## src/bcr_defines.svh

```systemverilog
`ifndef BCR_DEFINES_SVH
`define BCR_DEFINES_SVH

// ==========================================================================
// Bus geometry and answers
`define BCR_ADDR_W            12
`define BCR_RESP_OKAY         2'h0
`define BCR_RESP_DECERR       2'h3

// ==========================================================================
// Register byte addresses (64-bit registers take two words, low word first)
`define BCR_OFS_CONFIG_LO     12'h1e0
`define BCR_OFS_CONFIG_HI     12'h1e4
`define BCR_OFS_TIMEOUT       12'h1e8
`define BCR_OFS_CHANNEL       12'h1ec
`define BCR_OFS_STAMP_LO      12'h1f0
`define BCR_OFS_STAMP_HI      12'h1f4
`define BCR_OFS_LATCH         12'h1f8
`define BCR_OFS_TICK_LO       12'h1fc
`define BCR_OFS_TICK_HI       12'h200
`define BCR_OFS_OWNER         12'h204
`define BCR_OFS_PROTO_ORDER   12'h208
`define BCR_OFS_DEV_ORDER     12'h20c
`define BCR_SERIAL_BASE       12'h300
`define BCR_OFS_OFFERED       (`BCR_SERIAL_BASE + 12'h000)
`define BCR_OFS_SELECTED      (`BCR_SERIAL_BASE + 12'h004)

// ==========================================================================
// Field positions and values
`define BCR_ENABLE_BIT        0
`define BCR_LATCH_BIT         0
`define BCR_OWNER_W           3
`define BCR_OWNER_AVAILABLE   3'h0
`define BCR_OWNER_EXCLUSIVE   3'h1
`define BCR_TIMEOUT_RESET     32'h0000_0bb8
`define BCR_CHANNEL_RESET     32'h0000_0000
`define BCR_BIG_ENDIAN        32'h0000_0000
`define BCR_PROTO_LITTLE      32'h0fff_ffff
`define BCR_DEV_LITTLE        32'hffff_ffff
`define BCR_RATE_9600         32'h0000_0001
`define BCR_RATES_ALL         32'h0000_00ff

// ==========================================================================
// Timing
`define BCR_CLK_PERIOD_NS     4
`define BCR_MS_NS             1000000

`endif

```

## src/bcr_pkg.sv

```systemverilog
`default_nettype none

package bcr_pkg;

  // ========================================================================
  // Decoded register selection.
  typedef enum {
    SEL_NONE, SEL_CONFIG_LO, SEL_CONFIG_HI, SEL_TIMEOUT, SEL_CHANNEL,
    SEL_STAMP_LO, SEL_STAMP_HI, SEL_LATCH, SEL_TICK_LO, SEL_TICK_HI,
    SEL_OWNER, SEL_PROTO, SEL_DEV, SEL_OFFERED, SEL_SELECTED
  } bcr_sel_type;

  // ========================================================================
  // State of the register bank.
  typedef struct packed {
    logic        awready;
    logic        wready;
    logic        bvalid;
    logic [1:0]  bresp;
    logic        aw_held;
    logic [11:0] aw_addr;
    logic        w_held;
    logic [31:0] w_data;
    logic [3:0]  w_strb;
    logic        arready;
    logic        rvalid;
    logic [1:0]  rresp;
    logic [31:0] rdata;
    logic        heartbeat_en;
    logic [31:0] timeout_ms;
    logic [31:0] channel;
    logic [63:0] latched;
    logic [2:0]  owner;
    logic [31:0] rate;
    logic        activity;
  } bcr_regs_state_type;

  // State of the keepalive timer.
  typedef struct packed {
    logic [31:0] div;
    logic [31:0] ms;
    logic        expired;
  } bcr_keep_state_type;

endpackage

`default_nettype wire

```

## src/bcr_time_counter.sv

```systemverilog
`timescale 1ns/10ps
`default_nettype none
`include "bcr_defines.svh"

module bcr_time_counter
  import bcr_pkg::*;
#(
  parameter logic [63:0] TICK_NS = 64'(`BCR_CLK_PERIOD_NS)
)
(
  // Clock and reset.
  input  wire logic        ref_clk_i,
  input  wire logic        reset_i,
  // Device time.
  output logic [63:0]      now_ns_o
);

  logic [63:0] now_ns;
  logic [63:0] next_now_ns;

  // ========================================================================
  // Free-running nanosecond count, one tick per clock.
  always_comb
  begin
    next_now_ns = now_ns + TICK_NS;
  end

  always_ff @(posedge ref_clk_i)
  begin
    if (reset_i)
      now_ns <= 64'h0;
    else
      now_ns <= next_now_ns;
  end

  assign now_ns_o = now_ns;
endmodule

`default_nettype wire

```

## src/bcr_keepalive.sv

```systemverilog
`timescale 1ns/10ps
`default_nettype none
`include "bcr_defines.svh"

module bcr_keepalive
  import bcr_pkg::*;
#(
  parameter int CYCLES_PER_MS = `BCR_MS_NS / `BCR_CLK_PERIOD_NS
)
(
  // Clock and reset.
  input  wire logic        ref_clk_i,
  input  wire logic        reset_i,
  // Control.
  input  wire logic        armed_i,
  input  wire logic        activity_i,
  input  wire logic [31:0] timeout_ms_i,
  // Result.
  output logic             expired_o
);

  bcr_keep_state_type cur;
  bcr_keep_state_type nxt;

  // ========================================================================
  // Millisecond divider and silence counter, restarted by host activity.
  always_comb
  begin
    nxt = cur;
    nxt.expired = 1'b0;
    if (!armed_i || activity_i || cur.expired)
    begin
      nxt.div = 32'h0;
      nxt.ms  = 32'h0;
    end
    else if (cur.div == 32'(CYCLES_PER_MS - 1))
    begin
      nxt.div = 32'h0;
      nxt.ms  = cur.ms + 32'h1;
      nxt.expired = (cur.ms + 32'h1) >= timeout_ms_i;
    end
    else
    begin
      nxt.div = cur.div + 32'h1;
    end
  end

  always_ff @(posedge ref_clk_i)
  begin
    if (reset_i)
      cur <= '0;
    else
      cur <= nxt;
  end

  assign expired_o = cur.expired;
endmodule

`default_nettype wire

```

## src/bcr_regs.sv

```systemverilog
// Chosen here: the AXI4-Lite slave port.
`timescale 1ns/10ps
`default_nettype none
`include "bcr_defines.svh"

// How it works
// - Config word bit 0 enables heartbeat timer.
// - Heartbeat timeout in ms, resets to 3000.
// - Timeout register present only with privilege capability.
// - Event channel number resets to zero, host-written.
// - Channel register present only with channel capability.
// - Free-running ns counter; latched value resets zero.
// - Latch write bit 0 captures time, self-clearing.
// - Latch and tick registers follow timestamp capability.
// - Tick register reports nanoseconds per counter tick.
// - Ownership state 0 available, 1 exclusive.
// - Ownership register present only with privilege capability.
// - Protocol byte order: 0 or 0x0fffffff.
// - Device byte order: 0 or 0xffffffff.
// - Byte-order registers follow their capability bit.
// - Serial map: offered rates, then selected rate.
// - Rates one-hot; selected word exactly one bit.
// - Offered word may hold several rates.
// - Capability bit 1 marks privilege support.
module bcr_regs
  import bcr_pkg::*;
#(
  parameter bit          CAP_PRIVILEGE = 1'b1,
  parameter bit          CAP_CHANNEL   = 1'b1,
  parameter bit          CAP_TIMESTAMP = 1'b1,
  parameter bit          CAP_ORDER     = 1'b1,
  parameter bit          CAP_SERIAL    = 1'b1,
  parameter bit          LITTLE_ENDIAN = 1'b1,
  parameter logic [31:0] RATES_OFFERED = `BCR_RATES_ALL,
  parameter logic [31:0] RATE_RESET    = `BCR_RATE_9600,
  parameter logic [63:0] TICK_NS       = 64'(`BCR_CLK_PERIOD_NS),
  parameter int          CYCLES_PER_MS = `BCR_MS_NS / `BCR_CLK_PERIOD_NS
)
(
  // Clock and reset.
  input  wire logic                  ref_clk_i,
  input  wire logic                  reset_i,
  // AXI4-Lite write address and data.
  input  wire logic [`BCR_ADDR_W-1:0] s_axi_awaddr_i,
  input  wire logic                  s_axi_awvalid_i,
  output logic                       s_axi_awready_o,
  input  wire logic [31:0]           s_axi_wdata_i,
  input  wire logic [3:0]            s_axi_wstrb_i,
  input  wire logic                  s_axi_wvalid_i,
  output logic                       s_axi_wready_o,
  // AXI4-Lite write response.
  output logic [1:0]                 s_axi_bresp_o,
  output logic                       s_axi_bvalid_o,
  input  wire logic                  s_axi_bready_i,
  // AXI4-Lite read.
  input  wire logic [`BCR_ADDR_W-1:0] s_axi_araddr_i,
  input  wire logic                  s_axi_arvalid_i,
  output logic                       s_axi_arready_o,
  output logic [31:0]                s_axi_rdata_o,
  output logic [1:0]                 s_axi_rresp_o,
  output logic                       s_axi_rvalid_o,
  input  wire logic                  s_axi_rready_i,
  // Device-side controls.
  output logic                       heartbeat_en_o,
  output logic [31:0]                event_channel_number_o,
  output logic [2:0]                 host_ownership_o,
  output logic [31:0]                serial_rate_o
);

  // ========================================================================
  // Declarations
  bcr_regs_state_type cur;
  bcr_regs_state_type nxt;
  logic               aw_take;
  logic               w_take;
  logic               ar_take;
  logic               do_write;
  logic [11:0]        wr_addr;
  logic [31:0]        wr_data;
  logic [3:0]         wr_strb;
  logic [31:0]        wr_word;
  bcr_sel_type        wr_sel;
  bcr_sel_type        rd_sel;
  logic [31:0]        rd_word;
  logic [63:0]        now_ns;
  logic               expired;

  localparam logic [31:0] PROTO_ORDER = LITTLE_ENDIAN ? `BCR_PROTO_LITTLE : `BCR_BIG_ENDIAN;
  localparam logic [31:0] DEV_ORDER   = LITTLE_ENDIAN ? `BCR_DEV_LITTLE : `BCR_BIG_ENDIAN;
  localparam bit          SINGLE_RATE = $onehot(RATES_OFFERED);

  // ========================================================================
  // Address decoding, gated by the capability parameters.
  function automatic bcr_sel_type decode(input logic [11:0] addr);
    logic [11:0] word;
    word = {addr[11:2], 2'h0};
    decode = SEL_NONE;
    case (word)
      `BCR_OFS_CONFIG_LO:   decode = SEL_CONFIG_LO;
      `BCR_OFS_CONFIG_HI:   decode = SEL_CONFIG_HI;
      `BCR_OFS_TIMEOUT:     if (CAP_PRIVILEGE) decode = SEL_TIMEOUT;
      `BCR_OFS_CHANNEL:     if (CAP_CHANNEL) decode = SEL_CHANNEL;
      `BCR_OFS_STAMP_LO:    if (CAP_TIMESTAMP) decode = SEL_STAMP_LO;
      `BCR_OFS_STAMP_HI:    if (CAP_TIMESTAMP) decode = SEL_STAMP_HI;
      `BCR_OFS_LATCH:       if (CAP_TIMESTAMP) decode = SEL_LATCH;
      `BCR_OFS_TICK_LO:     if (CAP_TIMESTAMP) decode = SEL_TICK_LO;
      `BCR_OFS_TICK_HI:     if (CAP_TIMESTAMP) decode = SEL_TICK_HI;
      `BCR_OFS_OWNER:       if (CAP_PRIVILEGE) decode = SEL_OWNER;
      `BCR_OFS_PROTO_ORDER: if (CAP_ORDER) decode = SEL_PROTO;
      `BCR_OFS_DEV_ORDER:   if (CAP_ORDER) decode = SEL_DEV;
      `BCR_OFS_OFFERED:     if (CAP_SERIAL) decode = SEL_OFFERED;
      `BCR_OFS_SELECTED:    if (CAP_SERIAL) decode = SEL_SELECTED;
      default:              decode = SEL_NONE;
    endcase
  endfunction

  // Merges a written word into an old value under the byte strobes.
  function automatic logic [31:0] merge(input logic [31:0] old, input logic [31:0] data,
                                        input logic [3:0] strb);
    merge = old;
    for (int i = 0; i < 4; i++)
    begin
      if (strb[i])
        merge[i*8 +: 8] = data[i*8 +: 8];
    end
  endfunction

  // ========================================================================
  // Time base and keepalive timer.
  bcr_time_counter #(
    .TICK_NS       (TICK_NS)
  ) u_time (
    .ref_clk_i     (ref_clk_i),
    .reset_i       (reset_i),
    .now_ns_o      (now_ns)
  );

  bcr_keepalive #(
    .CYCLES_PER_MS (CYCLES_PER_MS)
  ) u_keep (
    .ref_clk_i     (ref_clk_i),
    .reset_i       (reset_i),
    .armed_i       (cur.heartbeat_en && cur.owner != `BCR_OWNER_AVAILABLE),
    .activity_i    (cur.activity),
    .timeout_ms_i  (cur.timeout_ms),
    .expired_o     (expired)
  );

  // ========================================================================
  // Read data selection from the current state.
  always_comb
  begin
    rd_word = 32'h0;
    unique case (rd_sel)
      SEL_NONE:      rd_word = 32'h0;
      SEL_CONFIG_LO: rd_word = {31'h0, cur.heartbeat_en};
      SEL_CONFIG_HI: rd_word = 32'h0;
      SEL_TIMEOUT:   rd_word = cur.timeout_ms;
      SEL_CHANNEL:   rd_word = cur.channel;
      SEL_STAMP_LO:  rd_word = cur.latched[31:0];
      SEL_STAMP_HI:  rd_word = cur.latched[63:32];
      SEL_LATCH:     rd_word = 32'h0;
      SEL_TICK_LO:   rd_word = TICK_NS[31:0];
      SEL_TICK_HI:   rd_word = TICK_NS[63:32];
      SEL_OWNER:     rd_word = {29'h0, cur.owner};
      SEL_PROTO:     rd_word = PROTO_ORDER;
      SEL_DEV:       rd_word = DEV_ORDER;
      SEL_OFFERED:   rd_word = RATES_OFFERED;
      SEL_SELECTED:  rd_word = cur.rate;
    endcase
  end

  // ========================================================================
  // Next state: bus handshakes, register writes and hardware updates.
  always_comb
  begin
    aw_take  = s_axi_awvalid_i && cur.awready;
    w_take   = s_axi_wvalid_i && cur.wready;
    ar_take  = s_axi_arvalid_i && cur.arready;
    wr_addr  = aw_take ? s_axi_awaddr_i : cur.aw_addr;
    wr_data  = w_take ? s_axi_wdata_i : cur.w_data;
    wr_strb  = w_take ? s_axi_wstrb_i : cur.w_strb;
    do_write = (cur.aw_held || aw_take) && (cur.w_held || w_take) && !cur.bvalid;
    wr_sel   = decode(wr_addr);
    rd_sel   = decode(s_axi_araddr_i);
    wr_word  = 32'h0;
    nxt      = cur;
    nxt.activity = aw_take || ar_take;

    // Address and data are accepted in either order.
    if (aw_take)
    begin
      nxt.aw_held = 1'b1;
      nxt.aw_addr = s_axi_awaddr_i;
    end
    if (w_take)
    begin
      nxt.w_held = 1'b1;
      nxt.w_data = s_axi_wdata_i;
      nxt.w_strb = s_axi_wstrb_i;
    end

    // Ownership returns to available when the host falls silent.
    if (expired)
      nxt.owner = `BCR_OWNER_AVAILABLE;

    // Register write, answered in the same edge that completes the pair.
    if (do_write)
    begin
      nxt.aw_held = 1'b0;
      nxt.w_held  = 1'b0;
      nxt.bvalid  = 1'b1;
      nxt.bresp   = (wr_sel == SEL_NONE) ? `BCR_RESP_DECERR : `BCR_RESP_OKAY;
      unique case (wr_sel)
        SEL_CONFIG_LO:
          if (wr_strb[0])
            nxt.heartbeat_en = wr_data[`BCR_ENABLE_BIT];
        SEL_TIMEOUT:
          nxt.timeout_ms = merge(cur.timeout_ms, wr_data, wr_strb);
        SEL_CHANNEL:
          nxt.channel = merge(cur.channel, wr_data, wr_strb);
        SEL_LATCH:
          if (wr_strb[0] && wr_data[`BCR_LATCH_BIT])
            nxt.latched = now_ns;
        SEL_OWNER:
        begin
          wr_word = merge({29'h0, cur.owner}, wr_data, wr_strb);
          if (wr_word[2:0] == `BCR_OWNER_AVAILABLE || wr_word[2:0] == `BCR_OWNER_EXCLUSIVE)
            nxt.owner = wr_word[2:0];
        end
        SEL_SELECTED:
        begin
          wr_word = merge(cur.rate, wr_data, wr_strb);
          if (!SINGLE_RATE && $onehot(wr_word) && (wr_word & ~RATES_OFFERED) == 32'h0)
            nxt.rate = wr_word;
        end
        default:
          nxt.rate = nxt.rate;
      endcase
    end
    if (cur.bvalid && s_axi_bready_i)
      nxt.bvalid = 1'b0;
    nxt.awready = !nxt.aw_held && !nxt.bvalid;
    nxt.wready  = !nxt.w_held && !nxt.bvalid;

    // Read answered at the edge that takes the address.
    if (ar_take)
    begin
      nxt.rvalid = 1'b1;
      nxt.rdata  = rd_word;
      nxt.rresp  = (rd_sel == SEL_NONE) ? `BCR_RESP_DECERR : `BCR_RESP_OKAY;
    end
    else if (cur.rvalid && s_axi_rready_i)
    begin
      nxt.rvalid = 1'b0;
    end
    nxt.arready = !nxt.rvalid;
  end

  // ========================================================================
  // State register with reset values.
  always_ff @(posedge ref_clk_i)
  begin
    if (reset_i)
    begin
      cur            <= '0;
      cur.awready    <= 1'b1;
      cur.wready     <= 1'b1;
      cur.arready    <= 1'b1;
      cur.timeout_ms <= `BCR_TIMEOUT_RESET;
      cur.channel    <= `BCR_CHANNEL_RESET;
      cur.owner      <= `BCR_OWNER_AVAILABLE;
      cur.rate       <= RATE_RESET;
    end
    else
    begin
      cur <= nxt;
    end
  end

  // Outputs come straight from the state register.
  assign s_axi_awready_o        = cur.awready;
  assign s_axi_wready_o         = cur.wready;
  assign s_axi_bresp_o          = cur.bresp;
  assign s_axi_bvalid_o         = cur.bvalid;
  assign s_axi_arready_o        = cur.arready;
  assign s_axi_rdata_o          = cur.rdata;
  assign s_axi_rresp_o          = cur.rresp;
  assign s_axi_rvalid_o         = cur.rvalid;
  assign heartbeat_en_o         = cur.heartbeat_en;
  assign event_channel_number_o = cur.channel;
  assign host_ownership_o       = cur.owner;
  assign serial_rate_o          = cur.rate;
endmodule

`default_nettype wire

```

## config.mk

```make
export PLATFORM = sky130hd
export DESIGN_NAME = bcr_regs
export DESIGN_NICKNAME = d
export VERILOG_FILES = /design/src/bcr_pkg.sv /design/src/bcr_time_counter.sv /design/src/bcr_keepalive.sv /design/src/bcr_regs.sv
export VERILOG_INCLUDE_DIRS = /design/src
export SDC_FILE = /design/constraint.sdc
export NUM_CORES = 1
export LEC_CHECK = 0
export ABC_AREA = 1
export BUFFER_PORTS_ARGS = -buffer_cell sky130_fd_sc_hd__buf_2
export CORE_MARGIN = 5
export CORE_UTILIZATION = 50
export DETAILED_ROUTE_END_ITERATION = 10
export PLACE_DENSITY = 0.81
export SLEW_MARGIN = 20
export SYNTH_ARGS = -nofsm -noshare
export SYNTH_HDL_FRONTEND = slang
export SYNTH_SLANG_ARGS = --single-unit
```

## constraint.sdc

```tcl
create_clock -name ref_clk_i -period 7.9 [get_ports ref_clk_i]
set_input_delay 1.185 -clock ref_clk_i [delete_from_list [all_inputs] [get_ports ref_clk_i]]
set_output_delay 1.185 -clock ref_clk_i [all_outputs]
set_load 0.005 [all_outputs]
```

# Word-level counts from Yosys, hierarchy flattened
# Index checks and enable logic that the tools add are counted.
dict set report totals {
  register_bits 385
  in_bits 67
  output_inout_bits 109
  elab_cells 198
}
dict set report classes {
  add_sub_neg 34
  magnitude_cmp 1
  n_eq_ne 51
  mux 36
  n_bitwise 1
  n_reduce_logical 45
}
# cell count
set op_table {}
lappend op_table {{32-bit case mux with 12 select lines} 1}
lappend op_table {{10-bit by 7-bit equality test with 1-bit output, second input constant} 16}
lappend op_table {{32-bit logical NOT} 4}
lappend op_table {{10-bit by 8-bit equality test with 1-bit output, second input constant} 12}
lappend op_table {{4-bit case mux with 14 select lines} 2}
lappend op_table {{32-bit 2-to-1 mux} 3}
lappend op_table {{8-bit 2-to-1 mux} 12}
lappend op_table {{32-bit by 1-bit adder with 32-bit output, second input constant} 2}
lappend op_table {{64-bit by 3-bit adder with 64-bit output, second input constant} 1}
lappend op_table {{32-bit by 1-bit equality test with 1-bit output, second input constant} 2}
lappend op_table {{32-bit by 3-bit equality test with 1-bit output, second input constant} 2}
lappend op_table {{32-bit by 4-bit equality test with 1-bit output, second input constant} 2}
lappend op_table {{37-bit 2-to-1 mux} 1}
lappend op_table {{35-bit 2-to-1 mux} 1}
lappend op_table {{3-bit AND reduction} 11}
lappend op_table {{1-bit by 1-bit adder with 2-bit output} 16}
lappend op_table {{32-bit by 18-bit equality test with 1-bit output, second input constant} 1}
lappend op_table {{32-bit by 2-bit equality test with 1-bit output, second input constant} 1}
lappend op_table {{32-bit greater-or-equal comparator} 1}
lappend op_table {{4-bit equality test, second input constant} 7}
lappend op_table {{2-bit by 2-bit adder with 3-bit output} 8}
lappend op_table {{3-bit 2-to-1 mux} 6}
lappend op_table {{3-bit by 3-bit adder with 4-bit output} 4}
lappend op_table {{4-bit by 3-bit equality test with 1-bit output, second input constant} 4}
lappend op_table {{19 further kinds} 48}

# Longest topological paths before layout
dict set report logic_depth {
  depth_word 17
  depth_mapped 29
  mapped_depth_nobuf 28
}

# Hierarchy
# Synthesis repeated with hierarchy kept, for this count alone.
dict set report hier_totals {
  hier_cells 3111
  hier_area_um2 21220.4
}
# module instances cells_per_inst area_each_um2 seq_area_each_um2
set by_module_without_submodules {}
lappend by_module_without_submodules {bcr_regs 1 1791 12871.1 5044.8}
lappend by_module_without_submodules {bcr_keepalive 1 694 4605.7 1301.2}
lappend by_module_without_submodules {bcr_time_counter 1 626 3743.6 1241.2}

# Least setup slack after synthesis
# OpenSTA, ideal clock, no wires.
dict set report synth_path {
  path_type {in2reg}
  startpoint {input port s_axi_wvalid_i}
  endpoint {register cur (netlist bit serial_rate_o[0])}
  setup_ns 0.130
  arrival_time_ns 6.903
  required_time_ns 7.770
  slack_ns 0.867
  path_stages 28
  path_buffers 3
  path_cell_list {nand2_1 buf_4 o21ai_2 clkbuf_1 nand2_1 o21ai_0 inv_1 fa_1 inv_1 fa_1 fa_1 inv_1 fa_1 fa_1 inv_1 fa_1 inv_1 ha_1 fa_1 nor2_1 nand2_1 a2111oi_0 nand2_1 inv_1 nand4_2 buf_2 nand2_1 nand3_1}
}
dict set report synth_between {
  elab_chain_cells 13
  elab_cells_between_ends 53
  classes_between {add/sub: 31; eq/ne: 1; mux: 14; reduce/logical: 7}
}
# item line
set synth_rtl {}
lappend synth_rtl {{start: declaration} bcr_regs.sv:49} ;# input wire logic s_axi_wvalid_i,
lappend synth_rtl {{1-bit logical AND (*)} bcr_regs.sv:178} ;# w_take = s_axi_wvalid_i && cur.wready;
lappend synth_rtl {{32-bit 2-to-1 mux or 4-bit 2-to-1 mux (tied branches)} {bcr_regs.sv:181, bcr_regs.sv:182}}
lappend synth_rtl {{8-bit 2-to-1 mux} bcr_regs.sv:123} ;# if (strb[i])
lappend synth_rtl {{8-bit 2-to-1 mux} bcr_regs.sv:214} ;# unique case (wr_sel)
lappend synth_rtl {{8-bit 2-to-1 mux} bcr_regs.sv:208} ;# if (do_write)
lappend synth_rtl {{1-bit by 1-bit adder with 2-bit output (not written as such)} bcr_regs.sv:234} ;# if (!SINGLE_RATE && $onehot(wr_word) && (wr_word & ~RATES_OFFERED) == 32'h0)
lappend synth_rtl {{2-bit by 2-bit adder with 3-bit output (not written as such)} bcr_regs.sv:234}
lappend synth_rtl {{3-bit by 3-bit adder with 4-bit output (not written as such)} bcr_regs.sv:234}
lappend synth_rtl {{4-bit by 4-bit adder with 5-bit output (not written as such)} bcr_regs.sv:234}
lappend synth_rtl {{5-bit by 5-bit adder with 6-bit output (not written as such)} bcr_regs.sv:234}
lappend synth_rtl {{6-bit by 1-bit equality test with 1-bit output} bcr_regs.sv:234}
lappend synth_rtl {{1-bit logical AND} bcr_regs.sv:234}
lappend synth_rtl {{3-bit AND reduction (no source line)} n/a}
lappend synth_rtl {{end signal: assignment} bcr_regs.sv:277} ;# cur <= nxt;
lappend synth_rtl {{end: declaration} bcr_regs.sv:72} ;# bcr_regs_state_type cur;
# Mark *: on every way between the ends. The rest lies on a longest branch, timed or not. The select of a mux whose other input is x is not followed.
# A chain may end at the register's enable or synchronous reset.

# Final worst setup path
dict set report layout_path {
  startpoint {input port s_axi_wvalid_i}
  endpoint {register cur (netlist bit serial_rate_o[26])}
}
# The elaborated chain is that of the path after synthesis.

==> results.json <==
{
  "status": "completed",
  "cts_tree": "yes",
  "crit_type": "input pin to register",
  "io_buffers": 171,
  "worst_setup_path_start_kind": "input pin",
  "ant_nets": 0,
  "finClkSkew_ns": 0.0170,
  "drc_errors": 0,
  "grt_max_degree": 90,
  "worst_pin_slew_ns": 1.11,
  "core.rowCount": 72,
  "syn_avg_cell_area_um2": 6.94,
  "min-delay-path-class": "register to register",
  "layout-drive-gt1-share": 0.105,
  "slew_headroom": 0.256,
  "cts_sinks": 377,
  "synth-edff-count": 0,
  "area.growth.synth_to_final_pct": 8.94,
  "period_needed_ns": 7.50,
  "hold_viol_final": 0,
  "cp.required_ns": 8.30,
  "first_iter_violations": 1916,
  "ys_types": 51,
  "ios": 176,
  "clock_latency_ns": 0.56,
  "syn-cell-area_um2": 19800,
  "cp-end-kind": "register",
  "ys_ff_latch": 377,
  "wl_mm": 60.4,
  "cts_htree_levels": 2,
  "ys_async_sr_fraction": 0,
  "cts.path.max_buffers": 3,
  "path_clk_slew_ns": 0.06,
  "grt_use_total": 0.266,
  "rsz0062_at_grt": "no",
  "netlist_instances": 2848,
  "fmax_mhz": 133,
  "num-nets-final": 3011,
  "vias": 18986,
  "finish.utilization": 0.553,
  "antenna_found_initial": 0,
  "antenna_cells": 0,
  "peakVddDrop_mv": 0.196,
  "hpwl_mm": 45.6,
  "gp_congestion": 1.04,
  "grt_pass1_vias": 18247,
  "overflow": 0,
  "cap_violations": 0,
  "worstPathArrival_ns": 7.90,
  "synthFlopType": "dfxtp_1",
  "core_area_um2": 38900,
  "die_w_um": 209,
  "yosys_warnings": 0,
  "yosys-top-cells-area": "dfxtp_1 38%, nand2_1 13%, a21oi_1 7.8%",
  "finalSetupViolCount": 0,
  "syn_nets": 2981,
  "ys_seq_area_frac": 0.382,
  "cellPowerDensity_nw_per_um2": 219,
  "die_area_um2": 43600,
  "die_h_um": 209,
  "wl_per_cell_um": 17.6,
  "initial_core_util": 0.508,
  "grt_pass1_wl_mm": 95.4,
  "p_leak_uw": 0.00880,
  "numCtsBuffers": 40,
  "root_buffer": "clkbuf_16",
  "routed_via_density": 5.54,
  "critPathMaxFanout": 19,
  "synth_top_area_share": 0.382,
  "finalCritPeriodShare": 0.949,
  "finalPower_uw": 4720,
  "synth_area_leader_cell": "dfxtp_1",
  "first_pass_iters": 6,
  "drv_slew": 0
}
-- critical path: stages --
cell and delay [ns]:
buf_2 0.12, nand2_1 0.17, o21ai_4 0.38, inv_1 0.16
o21ai_0 0.53, fa_1 0.51, inv_1 0.08, fa_1 0.46
fa_1 0.54, inv_1 0.06, fa_1 0.49, fa_1 0.53
inv_1 0.05, fa_1 0.48, inv_1 0.05, ha_1 0.20
fa_1 0.43, nor2_1 0.11, nand2_1 0.06, a2111oi_0 0.28
nand2_1 0.18, inv_1 0.14, nand4_2 0.26, buf_4 0.31
nand2_1 0.08, nor2_1 0.04
-- power by group --
part	switching, µW	internal, µW
combinational	555	270
clock	807	1140
sequential	13.7	1940
-- cell usage in the layout, fill, tap and decap left out, types with 42 or more instances in the layout --
| cell | count |
|---|---|
| a21oi_1 | 308 |
| buf_2 | 170 |
| dfxtp_1 | 377 |
| ha_1 | 42 |
| inv_1 | 337 |
| nand2_1 | 680 |
| nand3_1 | 130 |
| nand4_1 | 48 |
| nor2_1 | 246 |
| nor3_1 | 94 |
| o21ai_0 | 150 |
-- stage by stage --
step	instances	setup slack [ns]	area [µm²]	setup TNS (ns)	hold WS, ns
6_report	3427	0.402	21500	0	0.462
5_1_grt	3427	0.0781	21500	0	0.482
4_1_cts	3427	0.402	21500	0	0.465
3_5_place_dp	3354	-0.138	20200	-2.28	0.455
3_3_place_gp	3354	0.0414	20200	0	0.446
2_1_floorplan	2848	0.867	19800	0	0.429
-- cell families after synthesis --
family	count (synthesis)	synth area share
buffers and inverters	550	0.129
adders and majority gates	66	0.0509
DFF	377	0.382
xor gates and xnor gates	39	0.0173
and+or+nand+nor	1282	0.278
AOI/OAI and AO/OA	534	0.143
-- path summary, 6_finish.rpt --
path                            startpoint  cells after the start                             end  slack (ns)
max                         s_axi_wvalid_i                     26  serial_rate_o[26]$_SDFFE_PP0P_        0.40
min          s_axi_rdata_o[8]$_SDFFE_PP0P_                      2   s_axi_rdata_o[8]$_SDFFE_PP0P_        0.46
max reg2reg      s_axi_wready_o$_SDFF_PP1_                     25  serial_rate_o[26]$_SDFFE_PP0P_        0.78
min reg2reg  s_axi_rdata_o[8]$_SDFFE_PP0P_                      2   s_axi_rdata_o[8]$_SDFFE_PP0P_        0.46
-- area by class of cell --
class,instances,area (µm²)
Clock buffer,61,1220
Clock inverter,12,124
Fill cell,3714,17400
Inverter,349,1310
Multi-Input combinational cell,1921,9680
Sequential cell,377,7550
Tap cell,518,648
Timing Repair Buffer,189,997
-- layer usage --
metal / vias up / GRT usage / wire length, µm
li1: 9210 / - / -
met1: 8789 / 0.359 / 25900
met2: 827 / 0.433 / 27200
met3: 160 / 0.0424 / 5000
met4: 0 / 0.0995 / 2340
met5: - / 0 / 0
-- synthesized netlist by cell type (3+ instances only) --
cell / n
nand2_1: 681
dfxtp_1: 377
inv_1: 339
a21oi_1: 308
nor2_1: 246
o21ai_0: 150
nand3_1: 130
buf_4: 108
nor3_1: 94
clkbuf_1: 70
nand4_1: 48
ha_1: 42
xor2_1: 38
fa_1: 24
nor4_1: 21
o22ai_1: 19
or2_2: 13
o21ai_1: 12
buf_2: 11
o21a_1: 11
nand2_2: 10
o211ai_1: 10
and3_1: 8
buf_6: 8
nor3b_1: 8
nand3b_1: 7
inv_2: 6
a31oi_1: 4
buf_1: 4
nor3_2: 4
o21ai_2: 4
o31ai_1: 4
clkinv_1: 3
nor2_2: 3
-- registers in the layout, summed over array words and instances, names as in the netlist --
signal,count
cur,143
event_channel_number_o,32
heartbeat_en_o,1
host_ownership_o,3
s_axi_arready_o,1
s_axi_awready_o,1
s_axi_bresp_o,1
s_axi_bvalid_o,1
s_axi_rdata_o,32
s_axi_rresp_o,1
s_axi_rvalid_o,1
s_axi_wready_o,1
serial_rate_o,32
u_keep.cur,64
u_keep.expired_o,1
u_time.now_ns_o,62
-- repair_timing --
action | CTS | global route
setup buffers | 0 | 0
setup endpoints to repair | 0 | 19
resized for setup | 0 | 1
hold buffers | 0 | 0
Power figures use the tool's default switching activity.
